--- src/rtl/cpw_pkg.sv ---
/*
 Constants for the chain power-mode and wake-up sequencer.
 Assumes a 100 MHz core clock; all times derive counts from it.
*/
package cpw_pkg;
    localparam int CLK_MHZ          = 100;
    localparam int CLK_PERIOD_NS    = 10;
    localparam int RST_PULSE_MIN_NS = 100;
    localparam int SPI_READY_US     = 200;
    localparam int ACC_READY_MS     = 5;
    localparam int WAKE_FWD_US      = 100;
    // Least time rounds up to whole cycles
    localparam int RST_PULSE_CYC =
        (RST_PULSE_MIN_NS + CLK_PERIOD_NS - 1) / CLK_PERIOD_NS;
    localparam int SPI_READY_CYC = SPI_READY_US * CLK_MHZ;
    localparam int ACC_READY_CYC = ACC_READY_MS * 1000 * CLK_MHZ;
    localparam int WAKE_FWD_CYC  = WAKE_FWD_US * CLK_MHZ;
    localparam int CNT_W         = 24;
    localparam int PULSE_W       = 8;
    localparam int SETTLE_W      = 3;
    // Edges after reset wait until the pin has passed the synchroniser
    localparam int SYNC_SETTLE_CYC = 6;
    localparam logic [CNT_W-1:0] CNT_ZERO = 24'h000000;
    localparam logic [CNT_W-1:0] CNT_ONE  = 24'h000001;

    typedef enum logic [1:0] {
        CPW_MODE_FULL_PD,
        CPW_MODE_ACTIVE,
        CPW_MODE_PART_PD
    } cpw_mode_t;
endpackage : cpw_pkg

--- src/rtl/cpw_seq.sv ---
/*
 Power-mode and wake-up sequencer of one chained battery monitor.
 Assumes pins are asynchronous; software mode requests and the
 power-down timer status come from logic on i_clk.
*/
// How it works
// - Rising interface supply starts master power-up
// - Reset pulse of 100 ns powers up master
// - Serial access ready 200 us after start
// - Conversions accurate 5 ms after start
// - Wake forwarded to next device up chain
// - Forward wake within 100 us of receipt
// - Slave conversions accurate 5 ms after wake
// - Supply low on the master enters full power-down unless timer
// - Exactly three modes: active, partial, full
// - Active permits conversions, readback, registers, balancing
// - Partial power-down keeps registers and balancing
// - Power-down timer defers shutdown while balancing
`timescale 1ns/1ps
module cpw_seq #(
    parameter int SPI_CYC  = cpw_pkg::SPI_READY_CYC,
    parameter int ACC_CYC  = cpw_pkg::ACC_READY_CYC,
    parameter int FWD_CYC  = cpw_pkg::WAKE_FWD_CYC
) (
    // Clock and reset
    input  wire logic              i_clk,
    input  wire logic              i_rst_b,
    // Role strap: high for the master, low for a slave
    input  wire logic              i_is_master,
    // Pins
    input  wire logic              i_vdrive,
    input  wire logic              i_reset_pin,
    input  wire logic              i_wake_in,
    // Software and timer status
    input  wire logic              i_sw_part_pd,
    input  wire logic              i_sw_wake,
    input  wire logic              i_pd_timer_run,
    // Status
    output cpw_pkg::cpw_mode_t     o_mode,
    output logic                   o_spi_ready,
    output logic                   o_conv_ready,
    output logic                   o_wake_out,
    // Permissions
    output logic                   o_conv_en,
    output logic                   o_reg_en,
    output logic                   o_bal_en
);
    import cpw_pkg::*;

    ////////////////////////////////////////////////////////////////////
    logic vd_s;
    logic rst_s;
    logic wk_s;

    cpw_sync u_vd (.i_clk(i_clk), .i_rst_b(i_rst_b), .i_pin(i_vdrive),
                   .o_level(vd_s));
    cpw_sync u_rs (.i_clk(i_clk), .i_rst_b(i_rst_b), .i_pin(i_reset_pin),
                   .o_level(rst_s));
    cpw_sync u_wk (.i_clk(i_clk), .i_rst_b(i_rst_b), .i_pin(i_wake_in),
                   .o_level(wk_s));

    function automatic logic [CNT_W-1:0] dec_sat(input logic [CNT_W-1:0] v);
        dec_sat = (v == CNT_ZERO) ? CNT_ZERO : v - CNT_ONE;
    endfunction : dec_sat

    ////////////////////////////////////////////////////////////////////
    logic              vd_d_r;
    logic              rs_d_r;
    logic              wk_d_r;
    logic [PULSE_W-1:0] rs_len_r;
    logic              rs_long_r;
    cpw_mode_t         mode_r;
    cpw_mode_t         mode_nxt;
    logic [CNT_W-1:0]  spi_cnt_r;
    logic [CNT_W-1:0]  acc_cnt_r;
    logic [CNT_W-1:0]  fwd_cnt_r;
    logic              spi_rdy_r;
    logic              acc_rdy_r;
    logic              fwd_pend_r;
    logic              wake_out_r;
    logic [SETTLE_W-1:0] settle_r;

    localparam logic [PULSE_W-1:0] RS_CYC = PULSE_W'(RST_PULSE_CYC);
    localparam logic [PULSE_W-1:0] RS_ONE = 8'h01;
    localparam logic [PULSE_W-1:0] RS_ZERO = 8'h00;
    localparam logic [SETTLE_W-1:0] SETTLE_END = SETTLE_W'(SYNC_SETTLE_CYC);
    localparam logic [SETTLE_W-1:0] SETTLE_ONE = SETTLE_W'(1);

    // A pin already high at reset must not look like a fresh rise
    wire settled   = (settle_r == SETTLE_END);

    wire vd_rise   = settled & i_is_master & vd_s & ~vd_d_r;
    // Reset pulse counts only once it ends, and only at least 100 ns long
    wire rs_fall   = rs_d_r & ~rst_s;
    wire rs_wake   = i_is_master & vd_s & rs_fall & rs_long_r;
    wire wk_rise   = settled & ~i_is_master & wk_s & ~wk_d_r;
    wire start     = vd_rise | rs_wake | wk_rise | i_sw_wake;
    wire supply_lo = i_is_master & ~vd_s;
    wire go_off    = supply_lo & ~i_pd_timer_run;
    wire powered   = (mode_r != CPW_MODE_FULL_PD);

    always_comb begin
        mode_nxt = mode_r;
        case (mode_r)
            CPW_MODE_FULL_PD: begin
                if (start) begin
                    mode_nxt = CPW_MODE_ACTIVE;
                end
            end
            CPW_MODE_ACTIVE: begin
                if (go_off) begin
                    mode_nxt = CPW_MODE_FULL_PD;
                end else if (i_sw_part_pd) begin
                    mode_nxt = CPW_MODE_PART_PD;
                end
            end
            CPW_MODE_PART_PD: begin
                if (go_off) begin
                    mode_nxt = CPW_MODE_FULL_PD;
                end else if (!i_sw_part_pd || start) begin
                    mode_nxt = CPW_MODE_ACTIVE;
                end
            end
            default: mode_nxt = CPW_MODE_FULL_PD;
        endcase
    end

    wire pw_start = start & (mode_r == CPW_MODE_FULL_PD);

    ////////////////////////////////////////////////////////////////////
    // Settle counter stops once the synchronisers reflect the pins
    always_ff @(posedge i_clk or negedge i_rst_b) begin
        if (!i_rst_b) begin
            settle_r <= '0;
        end else if (!settled) begin
            settle_r <= settle_r + SETTLE_ONE;
        end
    end

    ////////////////////////////////////////////////////////////////////
    always_ff @(posedge i_clk or negedge i_rst_b) begin
        if (!i_rst_b) begin
            vd_d_r    <= 1'b0;
            rs_d_r    <= 1'b0;
            wk_d_r    <= 1'b0;
            rs_len_r  <= RS_ZERO;
            rs_long_r <= 1'b0;
            mode_r    <= CPW_MODE_FULL_PD;
        end else begin
            vd_d_r <= vd_s;
            rs_d_r <= rst_s;
            wk_d_r <= wk_s;
            if (!rst_s) begin
                rs_len_r  <= RS_ZERO;
                rs_long_r <= 1'b0;
            end else if (rs_len_r < RS_CYC) begin
                rs_len_r  <= rs_len_r + RS_ONE;
                rs_long_r <= (rs_len_r + RS_ONE) >= RS_CYC;
            end
            mode_r <= mode_nxt;
        end
    end

    ////////////////////////////////////////////////////////////////////
    // Readiness timers restart on each power-up and clear on shutdown
    always_ff @(posedge i_clk or negedge i_rst_b) begin
        if (!i_rst_b) begin
            spi_cnt_r <= CNT_ZERO;
            acc_cnt_r <= CNT_ZERO;
            spi_rdy_r <= 1'b0;
            acc_rdy_r <= 1'b0;
        end else if (!powered || go_off) begin
            spi_cnt_r <= CNT_ZERO;
            acc_cnt_r <= CNT_ZERO;
            spi_rdy_r <= 1'b0;
            acc_rdy_r <= 1'b0;
        end else if (!spi_rdy_r || !acc_rdy_r) begin
            spi_cnt_r <= spi_cnt_r + CNT_ONE;
            acc_cnt_r <= acc_cnt_r + CNT_ONE;
            if (spi_cnt_r == CNT_W'(SPI_CYC - 1)) begin
                spi_rdy_r <= 1'b1;
            end
            if (acc_cnt_r == CNT_W'(ACC_CYC - 1)) begin
                acc_rdy_r <= 1'b1;
            end
        end
    end

    ////////////////////////////////////////////////////////////////////
    // Wake forward fires midway so it lands well inside the bound
    always_ff @(posedge i_clk or negedge i_rst_b) begin
        if (!i_rst_b) begin
            fwd_cnt_r  <= CNT_ZERO;
            fwd_pend_r <= 1'b0;
            wake_out_r <= 1'b0;
        end else if (go_off) begin
            fwd_cnt_r  <= CNT_ZERO;
            fwd_pend_r <= 1'b0;
            wake_out_r <= 1'b0;
        end else if (pw_start) begin
            fwd_cnt_r  <= CNT_W'(FWD_CYC / 2);
            fwd_pend_r <= 1'b1;
        end else if (fwd_pend_r) begin
            fwd_cnt_r <= dec_sat(fwd_cnt_r);
            if (fwd_cnt_r == CNT_ZERO) begin
                fwd_pend_r <= 1'b0;
                wake_out_r <= 1'b1;
            end
        end else if (!powered) begin
            wake_out_r <= 1'b0;
        end
    end

    ////////////////////////////////////////////////////////////////////
    assign o_mode       = mode_r;
    assign o_spi_ready  = spi_rdy_r;
    assign o_conv_ready = acc_rdy_r;
    assign o_wake_out   = wake_out_r;
    // Conversions only when fully active and settled
    assign o_conv_en = (mode_r == CPW_MODE_ACTIVE) & acc_rdy_r;
    assign o_reg_en  = powered & spi_rdy_r;
    assign o_bal_en  = powered | (supply_lo & i_pd_timer_run);
endmodule : cpw_seq

--- src/rtl/cpw_sync.sv ---
/*
 Three-stage pin synchroniser with agreement of stages two and three.
 Assumes the input is asynchronous to i_clk.
*/
`timescale 1ns/1ps
module cpw_sync (
    // Clock and reset
    input  wire logic i_clk,
    input  wire logic i_rst_b,
    // Pin
    input  wire logic i_pin,
    // Filtered level
    output logic      o_level
);
    logic s1_r;
    logic s2_r;
    logic s3_r;
    logic lvl_r;
    wire  agree = (s2_r == s3_r);

    always_ff @(posedge i_clk or negedge i_rst_b) begin
        if (!i_rst_b) begin
            s1_r  <= 1'b0;
            s2_r  <= 1'b0;
            s3_r  <= 1'b0;
            lvl_r <= 1'b0;
        end else begin
            s1_r <= i_pin;
            s2_r <= s1_r;
            s3_r <= s2_r;
            if (agree) begin
                lvl_r <= s3_r;
            end
        end
    end

    assign o_level = lvl_r;
endmodule : cpw_sync

--- config.mk ---
export PLATFORM = sky130hd
export DESIGN_NAME = cpw_seq
export DESIGN_NICKNAME = d
export VERILOG_FILES = /design/src/rtl/cpw_pkg.sv /design/src/rtl/cpw_seq.sv /design/src/rtl/cpw_sync.sv
export SDC_FILE = /design/constraint.sdc
export NUM_CORES = 1
export LEC_CHECK = 0
export BUFFER_PORTS_ARGS = -buffer_cell sky130_fd_sc_hd__buf_2
export CAP_MARGIN = 10
export CORE_ASPECT_RATIO = 0.5
export CORE_MARGIN = 2
export CORE_UTILIZATION = 30
export DETAILED_ROUTE_END_ITERATION = 7
export SETUP_SLACK_MARGIN = 0.2
export SYNTH_ARGS = -nofsm -noshare
export SYNTH_HDL_FRONTEND = slang
export SYNTH_HIERARCHICAL = 1
export SYNTH_SLANG_ARGS = --single-unit
--- constraint.sdc ---
create_clock -name i_clk -period 3.1 [get_ports i_clk]
set_clock_uncertainty 0.05 [all_clocks]
set_input_delay 0.93 -clock i_clk [delete_from_list [all_inputs] [get_ports i_clk]]
set_output_delay 0.93 -clock i_clk [all_outputs]
set_load 0.05 [all_outputs]
Word-level counts from Yosys, hierarchy flattened

Cells that the tools add are included.

Flip-flop bits (word level): 105
Output and inout bits: 8
Bits of input ports: 9
Word-level logic and storage cells: 125

Reduce and logical (&&, ||, !) cells: 18
$lt $le $gt $ge: 2
Multiplexer cells: 33
Bitwise logic cells: 26
Add/subtract/negate cells: 5
Eq/ne operators: 15

Operator list:

| kind                                                                          | count |
|---|---|
| 24-bit 2-to-1 mux                                                             | 8 |
| 24-bit by 1-bit adder with 24-bit output (second input constant)              | 2 |
| 24-bit by 15-bit == test with 1-bit output (second input constant)            | 1 |
| 24-bit by 19-bit == test with 1-bit output (second input constant)            | 1 |
| 24-bit zero test                                                              | 1 |
| 24-bit by 1-bit subtractor with 24-bit output (second input constant)         | 1 |
| 1-bit 2-to-1 mux                                                              | 17 |
| 1-bit AND                                                                     | 16 |
| 8-bit 2-to-1 mux                                                              | 2 |
| 2-bit 2-to-1 mux                                                              | 5 |
| 3-bit != test (second input constant)                                         | 3 |
| 8-bit by 1-bit adder with 8-bit output (second input constant)                | 1 |
| 8-bit by 4-bit >= comparator with 1-bit output (second input constant)        | 1 |
| 8-bit by 4-bit less-than comparator with 1-bit output (second input constant) | 1 |
| 2-bit nonzero test                                                            | 4 |
| 2-bit != test (second input constant)                                         | 3 |
| 1-bit NOT                                                                     | 6 |
| 2-bit one-hot mux with 3 select lines                                         | 1 |
| 3-bit AND reduction                                                           | 2 |
| 1-bit zero test                                                               | 4 |
| 1-bit bitwise OR                                                              | 4 |
| 2-bit AND reduction                                                           | 2 |
| 3-bit by 1-bit adder with 3-bit output (second input constant)                | 1 |
| 1-bit == test                                                                 | 3 |
| other kinds (7)                                                               | 9 |

Depth between registers and ports, before layout

Gate-level depths: netlist of the first run.

Depth in word-level cells: 11
Gate-level depth with buffers: 10

Hierarchy

Netlist of the first run, hierarchy kept.

Modules (own cells, without submodules):

| module   | area an instance (um^2) | times used | cells an instance | sequential area each (um^2) |
|---|---|---|---|---|
| cpw_seq  | 4858.4                  | 1          | 506               | 2327.2 |
| cpw_sync | 111.4                   | 3          | 5                 | 100.1 |

Worst setup path before layout of the first run

No wires, ideal clock.

Path type: register to output
Start point: register mode_r[0] (netlist: o_mode[0])
End point: output port o_conv_en
Arrival time: 1.522 ns
Data required time: 2.120 ns
Setup slack: 0.598 ns
Buffers on the path: 1
Stages on the path, launching flop included: 4
Path through: dfrtp_1 buf_6 nand2b_1 nor2_1

Longest elaborated chain between the ends: 2

Ends and longest elaborated chain:

| element                                  | line           | source |
|---|---|---|
| from (decl)                              | cpw_seq.sv:72  | `cpw_mode_t mode_r;` |
| from (signal assigned)                   | cpw_seq.sv:160 | `mode_r <= mode_nxt;` |
| 2-bit by 1-bit == test with 1-bit output | cpw_seq.sv:220 | `assign o_conv_en = (mode_r == CPW_MODE_ACTIVE) & acc_rdy_r;` |
| 1-bit AND                                | cpw_seq.sv:220 |  |
| to (decl)                                | cpw_seq.sv:44  | `output logic o_conv_en,` |

No other way between the ends.

Worst setup path in the final report of the first run

Start point: register mode_r[0] (netlist: o_mode[0])
End point: output port o_reg_en

Longest elaborated chain between the ends: 2

Ends and longest elaborated chain:

| element            | line           | source |
|---|---|---|
| 2-bit nonzero test | cpw_seq.sv:100 | `wire powered = (mode_r != CPW_MODE_FULL_PD);` |
| 1-bit AND          | cpw_seq.sv:221 | `assign o_reg_en = powered & spi_rdy_r;` |
| to (decl)          | cpw_seq.sv:45  | `output logic o_reg_en,` |

No other way between the ends.

==> impl_metrics.csv, run 1 <==
group,metric,value,unit
run_status,status,"finished, final reports clean",
setup_path,end_kind,"output port",
grt,grt_max_degree,51,
sta,rsz0062_at_grt,"no",
clock_network,clk_pin_slew_worst_paths,0.08,ns
sta,fin_crit,2.479,ns
grt,grt_use_total,11.98,%
yosys,synth_enable_flop_cells,0,
clock_network,cts_buffer_depth,2,
yosys,ys_ff_latch,105,
setup_path,cp.arrival,1.50,ns
setup_path,critPathLaunchType,"flip-flop",
detailed_routing,drt_first_pass_iters,4,
detailed_routing,vias_per_cell,4.891,
clock_network,post_cts_buffers,0,
detailed_routing,drc,0,
clock_network,cts_tree,"done",
final_layout,final_nets,556,
setup_path,critical_path.slowest_cell,"dfrtp_1",
clock_network,cts_resized,0,
grt,grt_pass1_wl,18210,um
yosys,synth_nets,538,
clock_network,cts_sinks,105,
setup_path,crit_fanout,9,
yosys,post_synth_num_cell_types,54,
detailed_routing,drt_iter0_drc,263,
sta,drv_slew,0,
sta,min_period_over_period,79.98,%
final_layout,diodes,0,
setup_path,path_class,"reg2out",
final_layout,drive_above_1_share,9.926,%
floorplanning,rows,33,
yosys,ys_async_sr_fraction,100.0,%
floorplanning,initial_utilization,31.21,%
placement,port_buffers,16,
grt,antenna_found_initial,0,
sta,relSlewSlack,46.31,%
yosys,syn_area,5192,um2
setup_path,cp_cell_sequence,"or2_4 > and2_1 > buf_2",
detailed_routing,drtAntennaViolNets,0,
grt,grt_pass1_vias,3780,
power,finalPower,4002,uW
floorplanning,die_y,97.03,um
grt,grt_overflow,0,
placement,hpwl,6968,um
detailed_routing,drt_wl_total,10180,um
sta,clock.fmax,0.4033,GHz
setup_path,cp_data_required_time,2.12,ns
setup_path,cpPeakStageDelay,0.48,ns
yosys,syn_avg_cell_area,9.966,um2
detailed_routing,wire_per_inst,13.20,um
sta,finalSetupViolCount,0,
clock_network,cts_hold_buffers,0,
detailed_routing,num_vias,3771,
yosys,ys_warn_count,6,
clock_network,htreeDepth,3,
placement,finalWeightedCongestion,0.7532,
clock_network,clock_latency,0.35,ns
setup_path,cp_top_family,"flip-flops",
power,p_leak,0.002442,uW
yosys,synthCells,521,
worst_hold_path,hp-class,"reg2reg",
final_layout,layout_common_cells,"dfrtp_1, nor2_1, nand2_1",
final_layout,layout_commonest_cell,"dfrtp_1",
yosys,ys.flop_type,"dfrtp_1",
yosys,yosysSeqAreaShare,50.60,%
floorplanning,core_area,16640,um2
floorplanning,die_w,190.1,um
clock_network,cts_root_buffer,"clkbuf_16",
power,ir_drop,0.3296,mV
sta,worst_pin_slew,0.7986,ns
floorplanning,ioPinCount,17,
clock_network,numCtsBuffers,9,
sta,setup_tns,0,ns
floorplanning,die-area,18440,um2
setup_path,cp.buffers_inverters,1,
power,power_density,681.0,nW/um2
final_layout,area_delta_synth_final,13.18,%
sta,hold_violations,0,
flow_run,max_cap_violations,0,
==> synthesized netlist by cell type, drive strengths merged (7+ instances only) <==
cell type,count,area [um2]
ha,8,100.1
or4,8,63.81
dfrtp,105,2628
nand2,44,165.2
nand3,18,90.09
a31oi,7,43.79
nor3,14,85.08
xor2,29,254.0
xnor2,28,245.2
or3,10,62.56
nor2,75,281.5
clkbuf,10,37.54
a21oi,20,100.1
inv,9,33.78
and2,15,93.84
buf,9,56.30
nor4,11,81.32
o21ai,13,65.06
nand4,19,118.9
==> state kept, by name, indices dropped and copies added, names as in the netlist, 2 cells and up <==
name / cells
acc_cnt_r: 24
fwd_cnt_r: 24
o_mode: 2
rs_len_r: 8
settle_r: 3
spi_cnt_r: 24
==> stage by stage <==
stage | hold slack (ns) | setup slack, ns | std cells | utilization [%] | area [um2]
after floorplan | 0.2812 | 0.5980 | 521 | - | 5192
after global placement | 0.2831 | 0.4836 | 755 | 33.45 | 5565
after detailed placement | 0.2847 | 0.4563 | 755 | 33.45 | 5565
after CTS | 0.3045 | 0.6053 | 771 | 35.32 | 5877
after global routing | 0.3174 | 0.5543 | 771 | 35.32 | 5877
final | 0.3031 | 0.6206 | 771 | 35.32 | 5877
==> final timing paths <==
check / end / cells past startpoint / slack [ns] / from
worst min-delay path: u_rs/s2_r / 0 / 0.30 / u_rs/s1_r
worst max-delay path: o_reg_en / 3 / 0.62 / o_mode[0]
min in group asynchronous: rs_len_r[3] / 1 / 0.51 / i_rst_b
worst max register to register: fwd_cnt_r[7] / 5 / 0.73 / fwd_cnt_r[18]
max in group asynchronous: settle_r[0] / 2 / 1.79 / i_rst_b
worst min register to register: u_rs/s2_r / 0 / 0.30 / u_rs/s1_r
==> logic make-up (layout without fill, tap and decap cells) <==
| kind of cell | Yosys count | count (layout) | synth area share, % |
|---|---|---|---|
| flops | 105 | 105 | 50.60 |
| compound gates | 65 | 65 | 8.169 |
| mux | 2 | 2 | 0.3856 |
| xor+xnor | 57 | 57 | 9.614 |
| fa+ha+maj | 11 | 11 | 2.578 |
| simple gates | 253 | 253 | 26.19 |
| buf+inv | 28 | 51 | 2.458 |
==> routing by layer <==
| metal | vias up | global-route usage [%] | routed length (um) |
|---|---|---|---|
| li1 | 1891 | - | - |
| met1 | 1828 | 16.53 | 5135 |
| met2 | 42 | 18.53 | 4613 |
| met3 | 10 | 3.302 | 321 |
| met4 | 0 | 3.101 | 106 |
| met5 | - | 0 | 0 |
==> where the power goes <==
group | internal, uW | switching, uW | leakage (uW)
registers | 1530 | 209 | 0.00139
logic | 418 | 671 | 0.000899
clock network | 589 | 588 | 0.000154
total | 2530 | 1470 | 0.00244
==> layout make-up <==
class,instances,area (um2)
clock buffer,9,225.2
clock inverter,7,86.33
fill,1669,10760
inverter,9,33.78
multi-input combinational,388,2437
sequential,105,2628
tap,227,284.0
timing repair buffer,26,182.7
Note: power is estimated with default switching activity, not from simulation.
==> run 2: changes to the inputs <==
==> constraint.sdc (replaced) <==
create_clock -name i_clk -period 2.3 [get_ports i_clk]
set_clock_uncertainty 0.05 [all_clocks]
set_input_delay 0.69 -clock i_clk [delete_from_list [all_inputs] [get_ports i_clk]]
set_output_delay 0.69 -clock i_clk [all_outputs]
set_load 0.05 [all_outputs]
==> impl_metrics.csv, run 2 (synthesis gave the netlist of run 1 again) <==
group,metric,value,unit
final_layout,final_nets,595,
grt,grt_use_total,12.51,%
sta,drv_slew,0,
floorplanning,die-area,18440,um2
detailed_routing,drtAntennaViolNets,0,
final_layout,final_core_utilization,38.26,%
grt,grt_pass1_wl,18980,um
clock_network,cts_root_buffer,"clkbuf_16",
setup_path,r2r-end,"fwd_cnt_r[17]",
floorplanning,initial_utilization,31.21,%
detailed_routing,drt_wl_total,11040,um
final_layout,drive_above_1_share,19.90,%
worst_hold_path,hp-class,"in2async",
sta,min_period_over_period,92.68,%
floorplanning,core_area,16640,um2
setup_path,r2r-start,"fwd_cnt_r[0]",
final_layout,layout_common_cells,"dfrtp_1, nor2_1, nand2_1",
clock_network,htreeDepth,3,
sta,clock.fmax,0.4691,GHz
sta,finalSetupViolCount,0,
power,finalPower,6096,uW
clock_network,cts_hold_buffers,0,
final_layout,area_delta_synth_final,22.60,%
placement,port_buffers,16,
setup_path,crit_start,"fwd_cnt_r[0]",
sta,worst_pin_slew,0.5079,ns
power,ir_drop,0.5716,mV
setup_path,r2r_slack,0.17,ns
final_layout,n_fill_cell,1631,
clock_network,cts_tree,"done",
setup_path,critPathLaunchType,"flip-flop",
floorplanning,die_y,97.03,um
sta,final.setup.worst_slack,0.1684,ns
detailed_routing,drt_first_pass_iters,4,
power,p_leak,0.002680,uW
power,power_density,957.5,nW/um2
final_layout,reg_top3,"acc_cnt_r x24, fwd_cnt_r x24, spi_cnt_r x24",
setup_path,cp.arrival,2.35,ns
detailed_routing,num_vias,4001,
sta,fin_hold_ws,0.2355,ns
detailed_routing,drc,0,
clock_network,clock_latency,0.35,ns
clock_network,cts_buffer_depth,2,
detailed_routing,wire_per_inst,13.63,um
setup_path,path_class,"reg2reg",
clock_network,clk_pin_slew_worst_paths,0.08,ns
setup_path,cp_data_required_time,2.52,ns
grt,grt_max_degree,51,
grt,antenna_found_initial,0,
clock_network,cts_sinks,105,
detailed_routing,vias_per_cell,4.940,
run_status,status,"finished, final reports clean",
final_layout,layout_commonest_cell,"dfrtp_1",
detailed_routing,drt_iter0_drc,335,
grt,grt_pass1_vias,3939,
floorplanning,ioPinCount,17,
floorplanning,rows,33,
sta,relSlewSlack,65.83,%
grt,grt_overflow,0,
placement,finalWeightedCongestion,0.7896,
final_layout,stdcell_area,6366,um2
floorplanning,die_w,190.1,um
placement,dpl_cell_area,5807,um2
setup_path,crit_fanout,2,
placement,hpwl,7368,um
sta,fin_crit,2.132,ns
placement,place_ws,-0.04397,ns
setup_path,ff2ff_path_depth,5,
final_layout,diodes,0,
clock_network,numCtsBuffers,9,
flow_run,max_cap_violations,0,
setup_path,end_kind,"flip-flop",
sta,rsz0062_at_grt,"yes",
sta,hold_violations,0,
-- run 2: changes by cell type in the layout (fill, tap and decap cells not counted), moves of 3 or more --
cell and delta:
a311oi_1 -3, dfrtp_1 -3, buf_4 +34, inv_2 +3, a311oi_2 +3, inv_1 -3
buf_6 +6, buf_2 -3, dfrtp_2 +3, inv_8 -4
-- run 2: area by class of cell --
class,count,area [um2],share of cell area (%)
Sequential cell,105,2631,41.33
Inverter,9,33.78,0.5307
Clock inverter,7,96.34,1.513
Timing Repair Buffer,65,518.0,8.137
Clock buffer,9,225.2,3.538
Tap cell,227,284.0,4.461
Multi-Input combinational cell,388,2577,40.49
-- run 2: stage by stage --
| stage | TNS [ns] | std cells |
|---|---|---|
| 4_1_cts | 0 | 808 |
| 5_1_grt | 0 | 810 |
| 3_3_place_gp | -0.01735 | 784 |
| 2_1_floorplan | 0 | 521 |
| 6_report | 0 | 810 |
| 3_5_place_dp | -0.1925 | 784 |
-- run 2: report_power, final --
part	switching [uW]	internal (uW)
combinational	1130	1000
sequential	273	2060
clock	754	875
total	2160	3940
-- run 2: worst max path at each step --
stage,end,slack (ns),depth (start not counted)
CTS,fwd_cnt_r[16],0.19,7
global route,fwd_cnt_r[17],0.11,5
global placement,fwd_cnt_r[15],-0.009,6
floorplan,fwd_cnt_r[19],0.11,7
finish,fwd_cnt_r[17],0.17,5
detailed placement,fwd_cnt_r[19],-0.04,6
-- run 2: per-layer routing --
layer  track usage (%)  wire length, um  vias up  part of all wire, %
li1                  -                -     1965                    -
met3             2.794              307       10                  2.8
met4             3.101              103        0                 0.93
met2             20.66             5161       47                   47
met5                 0                0        -                    0
met1             16.64             5470     1979                   50
-- run 2: timing repair --
item,CTS,global route
resized for setup,13,22
buffers inserted,8,2
pin swaps,3,4
cloned,0,0
setup endpoints to repair,13,24
-- run 2: worst max-delay path, cell delays in order (launching register included) --
cell and delay [ns]:
dfrtp_1 0.41, buf_6 0.13, or4_4 0.54, or4_4 0.49, or3_1 0.31, a21oi_1 0.12
==> run 3: changes to the inputs <==
--- a/config.mk
+++ b/config.mk
@@ -10,6 +10,7 @@
 export CORE_ASPECT_RATIO = 0.5
 export CORE_MARGIN = 2
 export CORE_UTILIZATION = 30
+export CTS_BUF_LIST = sky130_fd_sc_hd__clkbuf_4
 export DETAILED_ROUTE_END_ITERATION = 7
 export SETUP_SLACK_MARGIN = 0.2
 export SYNTH_ARGS = -nofsm -noshare
==> impl_metrics.csv, run 3 (synthesis gave the netlist of run 1 again) <==
group,metric,value,unit
detailed_routing,drtAntennaViolNets,0,
grt,grt_use_total,12.49,%
clock_network,cts_root_buffer,"clkbuf_4",
final_layout,layout_commonest_cell,"dfrtp_1",
sta,relSlewSlack,67.22,%
grt,grt_max_degree,51,
sta,fin_crit,2.266,ns
clock_network,cts_tree,"done",
power,p_leak,0.002720,uW
placement,hpwl,7368,um
final_layout,reg_top3,"acc_cnt_r x24, fwd_cnt_r x24, spi_cnt_r x24",
final_layout,layout_common_cells,"dfrtp_1, nor2_1, buf_4",
flow_run,max_cap_violations,0,
clock_network,clk_pin_slew_worst_paths,0.17,ns
sta,hold_violations,0,
floorplanning,die_y,97.03,um
setup_path,crit_end,"fwd_cnt_r[17]",
power,power_density,892.4,nW/um2
sta,worst_pin_slew,0.4872,ns
sta,rsz0062_at_grt,"yes",
worst_hold_path,hp-class,"in2async",
detailed_routing,vias_per_cell,4.919,
setup_path,r2r-end,"fwd_cnt_r[17]",
clock_network,numCtsBuffers,9,
placement,finalWeightedCongestion,0.7896,
sta,fin_hold_ws,0.08825,ns
detailed_routing,drc,0,
final_layout,diodes,0,
floorplanning,rows,33,
floorplanning,die-area,18440,um2
detailed_routing,drt_wl_total,11280,um
grt,antenna_found_initial,0,
setup_path,crit_fanout,5,
sta,min_period_over_period,98.52,%
final_layout,final_nets,608,
floorplanning,ioPinCount,17,
final_layout,drive_above_1_share,25.17,%
detailed_routing,drt_first_pass_iters,5,
detailed_routing,num_vias,4048,
setup_path,ff2ff_path_depth,6,
floorplanning,initial_utilization,31.21,%
grt,grt_overflow,0,
sta,drv_slew,0,
clock_network,htreeDepth,3,
clock_network,cts_sinks,105,
setup_path,path_class,"reg2reg",
setup_path,cp_data_required_time,2.64,ns
grt,grt_pass1_vias,3964,
floorplanning,die_w,190.1,um
detailed_routing,wire_per_inst,13.70,um
clock_network,clock_latency,0.47,ns
clock_network,cts_buffer_depth,2,
placement,port_buffers,16,
setup_path,r2r_slack,0.03,ns
setup_path,r2r-start,"fwd_cnt_r[10]",
setup_path,end_kind,"flip-flop",
floorplanning,core_area,16640,um2
final_layout,area_delta_synth_final,24.80,%
sta,clock.fmax,0.4413,GHz
run_status,status,"finished, final reports clean",
setup_path,critPathLaunchType,"flip-flop",
power,ir_drop,0.4239,mV
final_layout,final_core_utilization,38.94,%
sta,finalSetupViolCount,0,
detailed_routing,drt_iter0_drc,350,
setup_path,crit_start,"fwd_cnt_r[10]",
setup_path,cp.arrival,2.61,ns
grt,grt_pass1_wl,19050,um
run 3: critical path, cell delays in order, from the launching register on:
cell	delay, ns
dfrtp_2	0.48
nor4_4	0.34
buf_4	0.17
nand4b_1	0.18
or4_4	0.53
or3_1	0.31
a21oi_1	0.12
run 3: area by class of cell:
type,count,area [um2]
Timing Repair Buffer,78,684.4
Inverter,9,33.78
Clock inverter,7,96.34
Sequential cell,105,2633
Multi-Input combinational cell,388,2681
Tap cell,227,284.0
Clock buffer,9,67.56
Fill cell,1611,10160
run 3: per-stage QoR:
| stage | area, um2 | setup WS, ns | cells | total power (uW) | setup TNS, ns |
|---|---|---|---|---|---|
| floorplan | 5204 | 0.1150 | 521 | 3452 | 0 |
| global placement | 5807 | -0.009230 | 784 | 4130 | -0.01735 |
| detailed placement | 5807 | -0.04397 | 784 | 4165 | -0.1925 |
| CTS | 6140 | 0.03014 | 810 | 5444 | 0 |
| global route | 6480 | -0.02680 | 823 | 6140 | -0.02680 |
| finish | 6480 | 0.03415 | 823 | 5783 | 0 |
run 3: worst min-delay path by stage:
stage | startpoint | endpoint | slack [ns]
2_1_floorplan | u_rs/s1_r | u_rs/s2_r | 0.28
3_3_place_gp | u_wk/s1_r | u_wk/s2_r | 0.29
3_5_place_dp | u_rs/s1_r | u_rs/s2_r | 0.28
4_1_cts | i_rst_b | rs_len_r[2] | 0.07
5_1_grt | i_rst_b | rs_len_r[2] | 0.08
6_report | i_rst_b | rs_len_r[2] | 0.09
run 3: what timing repair did:
action,in CTS,in global routing
endpoints found under the setup margin,15,28
hold buffers,0,0
cloned,0,1
resized for setup,22,51
pin swaps,7,19
setup buffers,10,12
run 3: metal layers:
layer	global-route usage, %	wire (um)	share of wire, %
met1	16.74	5548	49
met3	2.612	279	2.5
met4	2.683	158	1.4
met5	0	0	0
met2	20.83	5290	47
run 3: where the power goes:
| group | total (uW) | internal (uW) | switching (uW) |
|---|---|---|---|
| Clock | 1040 | 361 | 682 |
| Combinational | 2410 | 1170 | 1230 |
| Sequential | 2330 | 2060 | 269 |
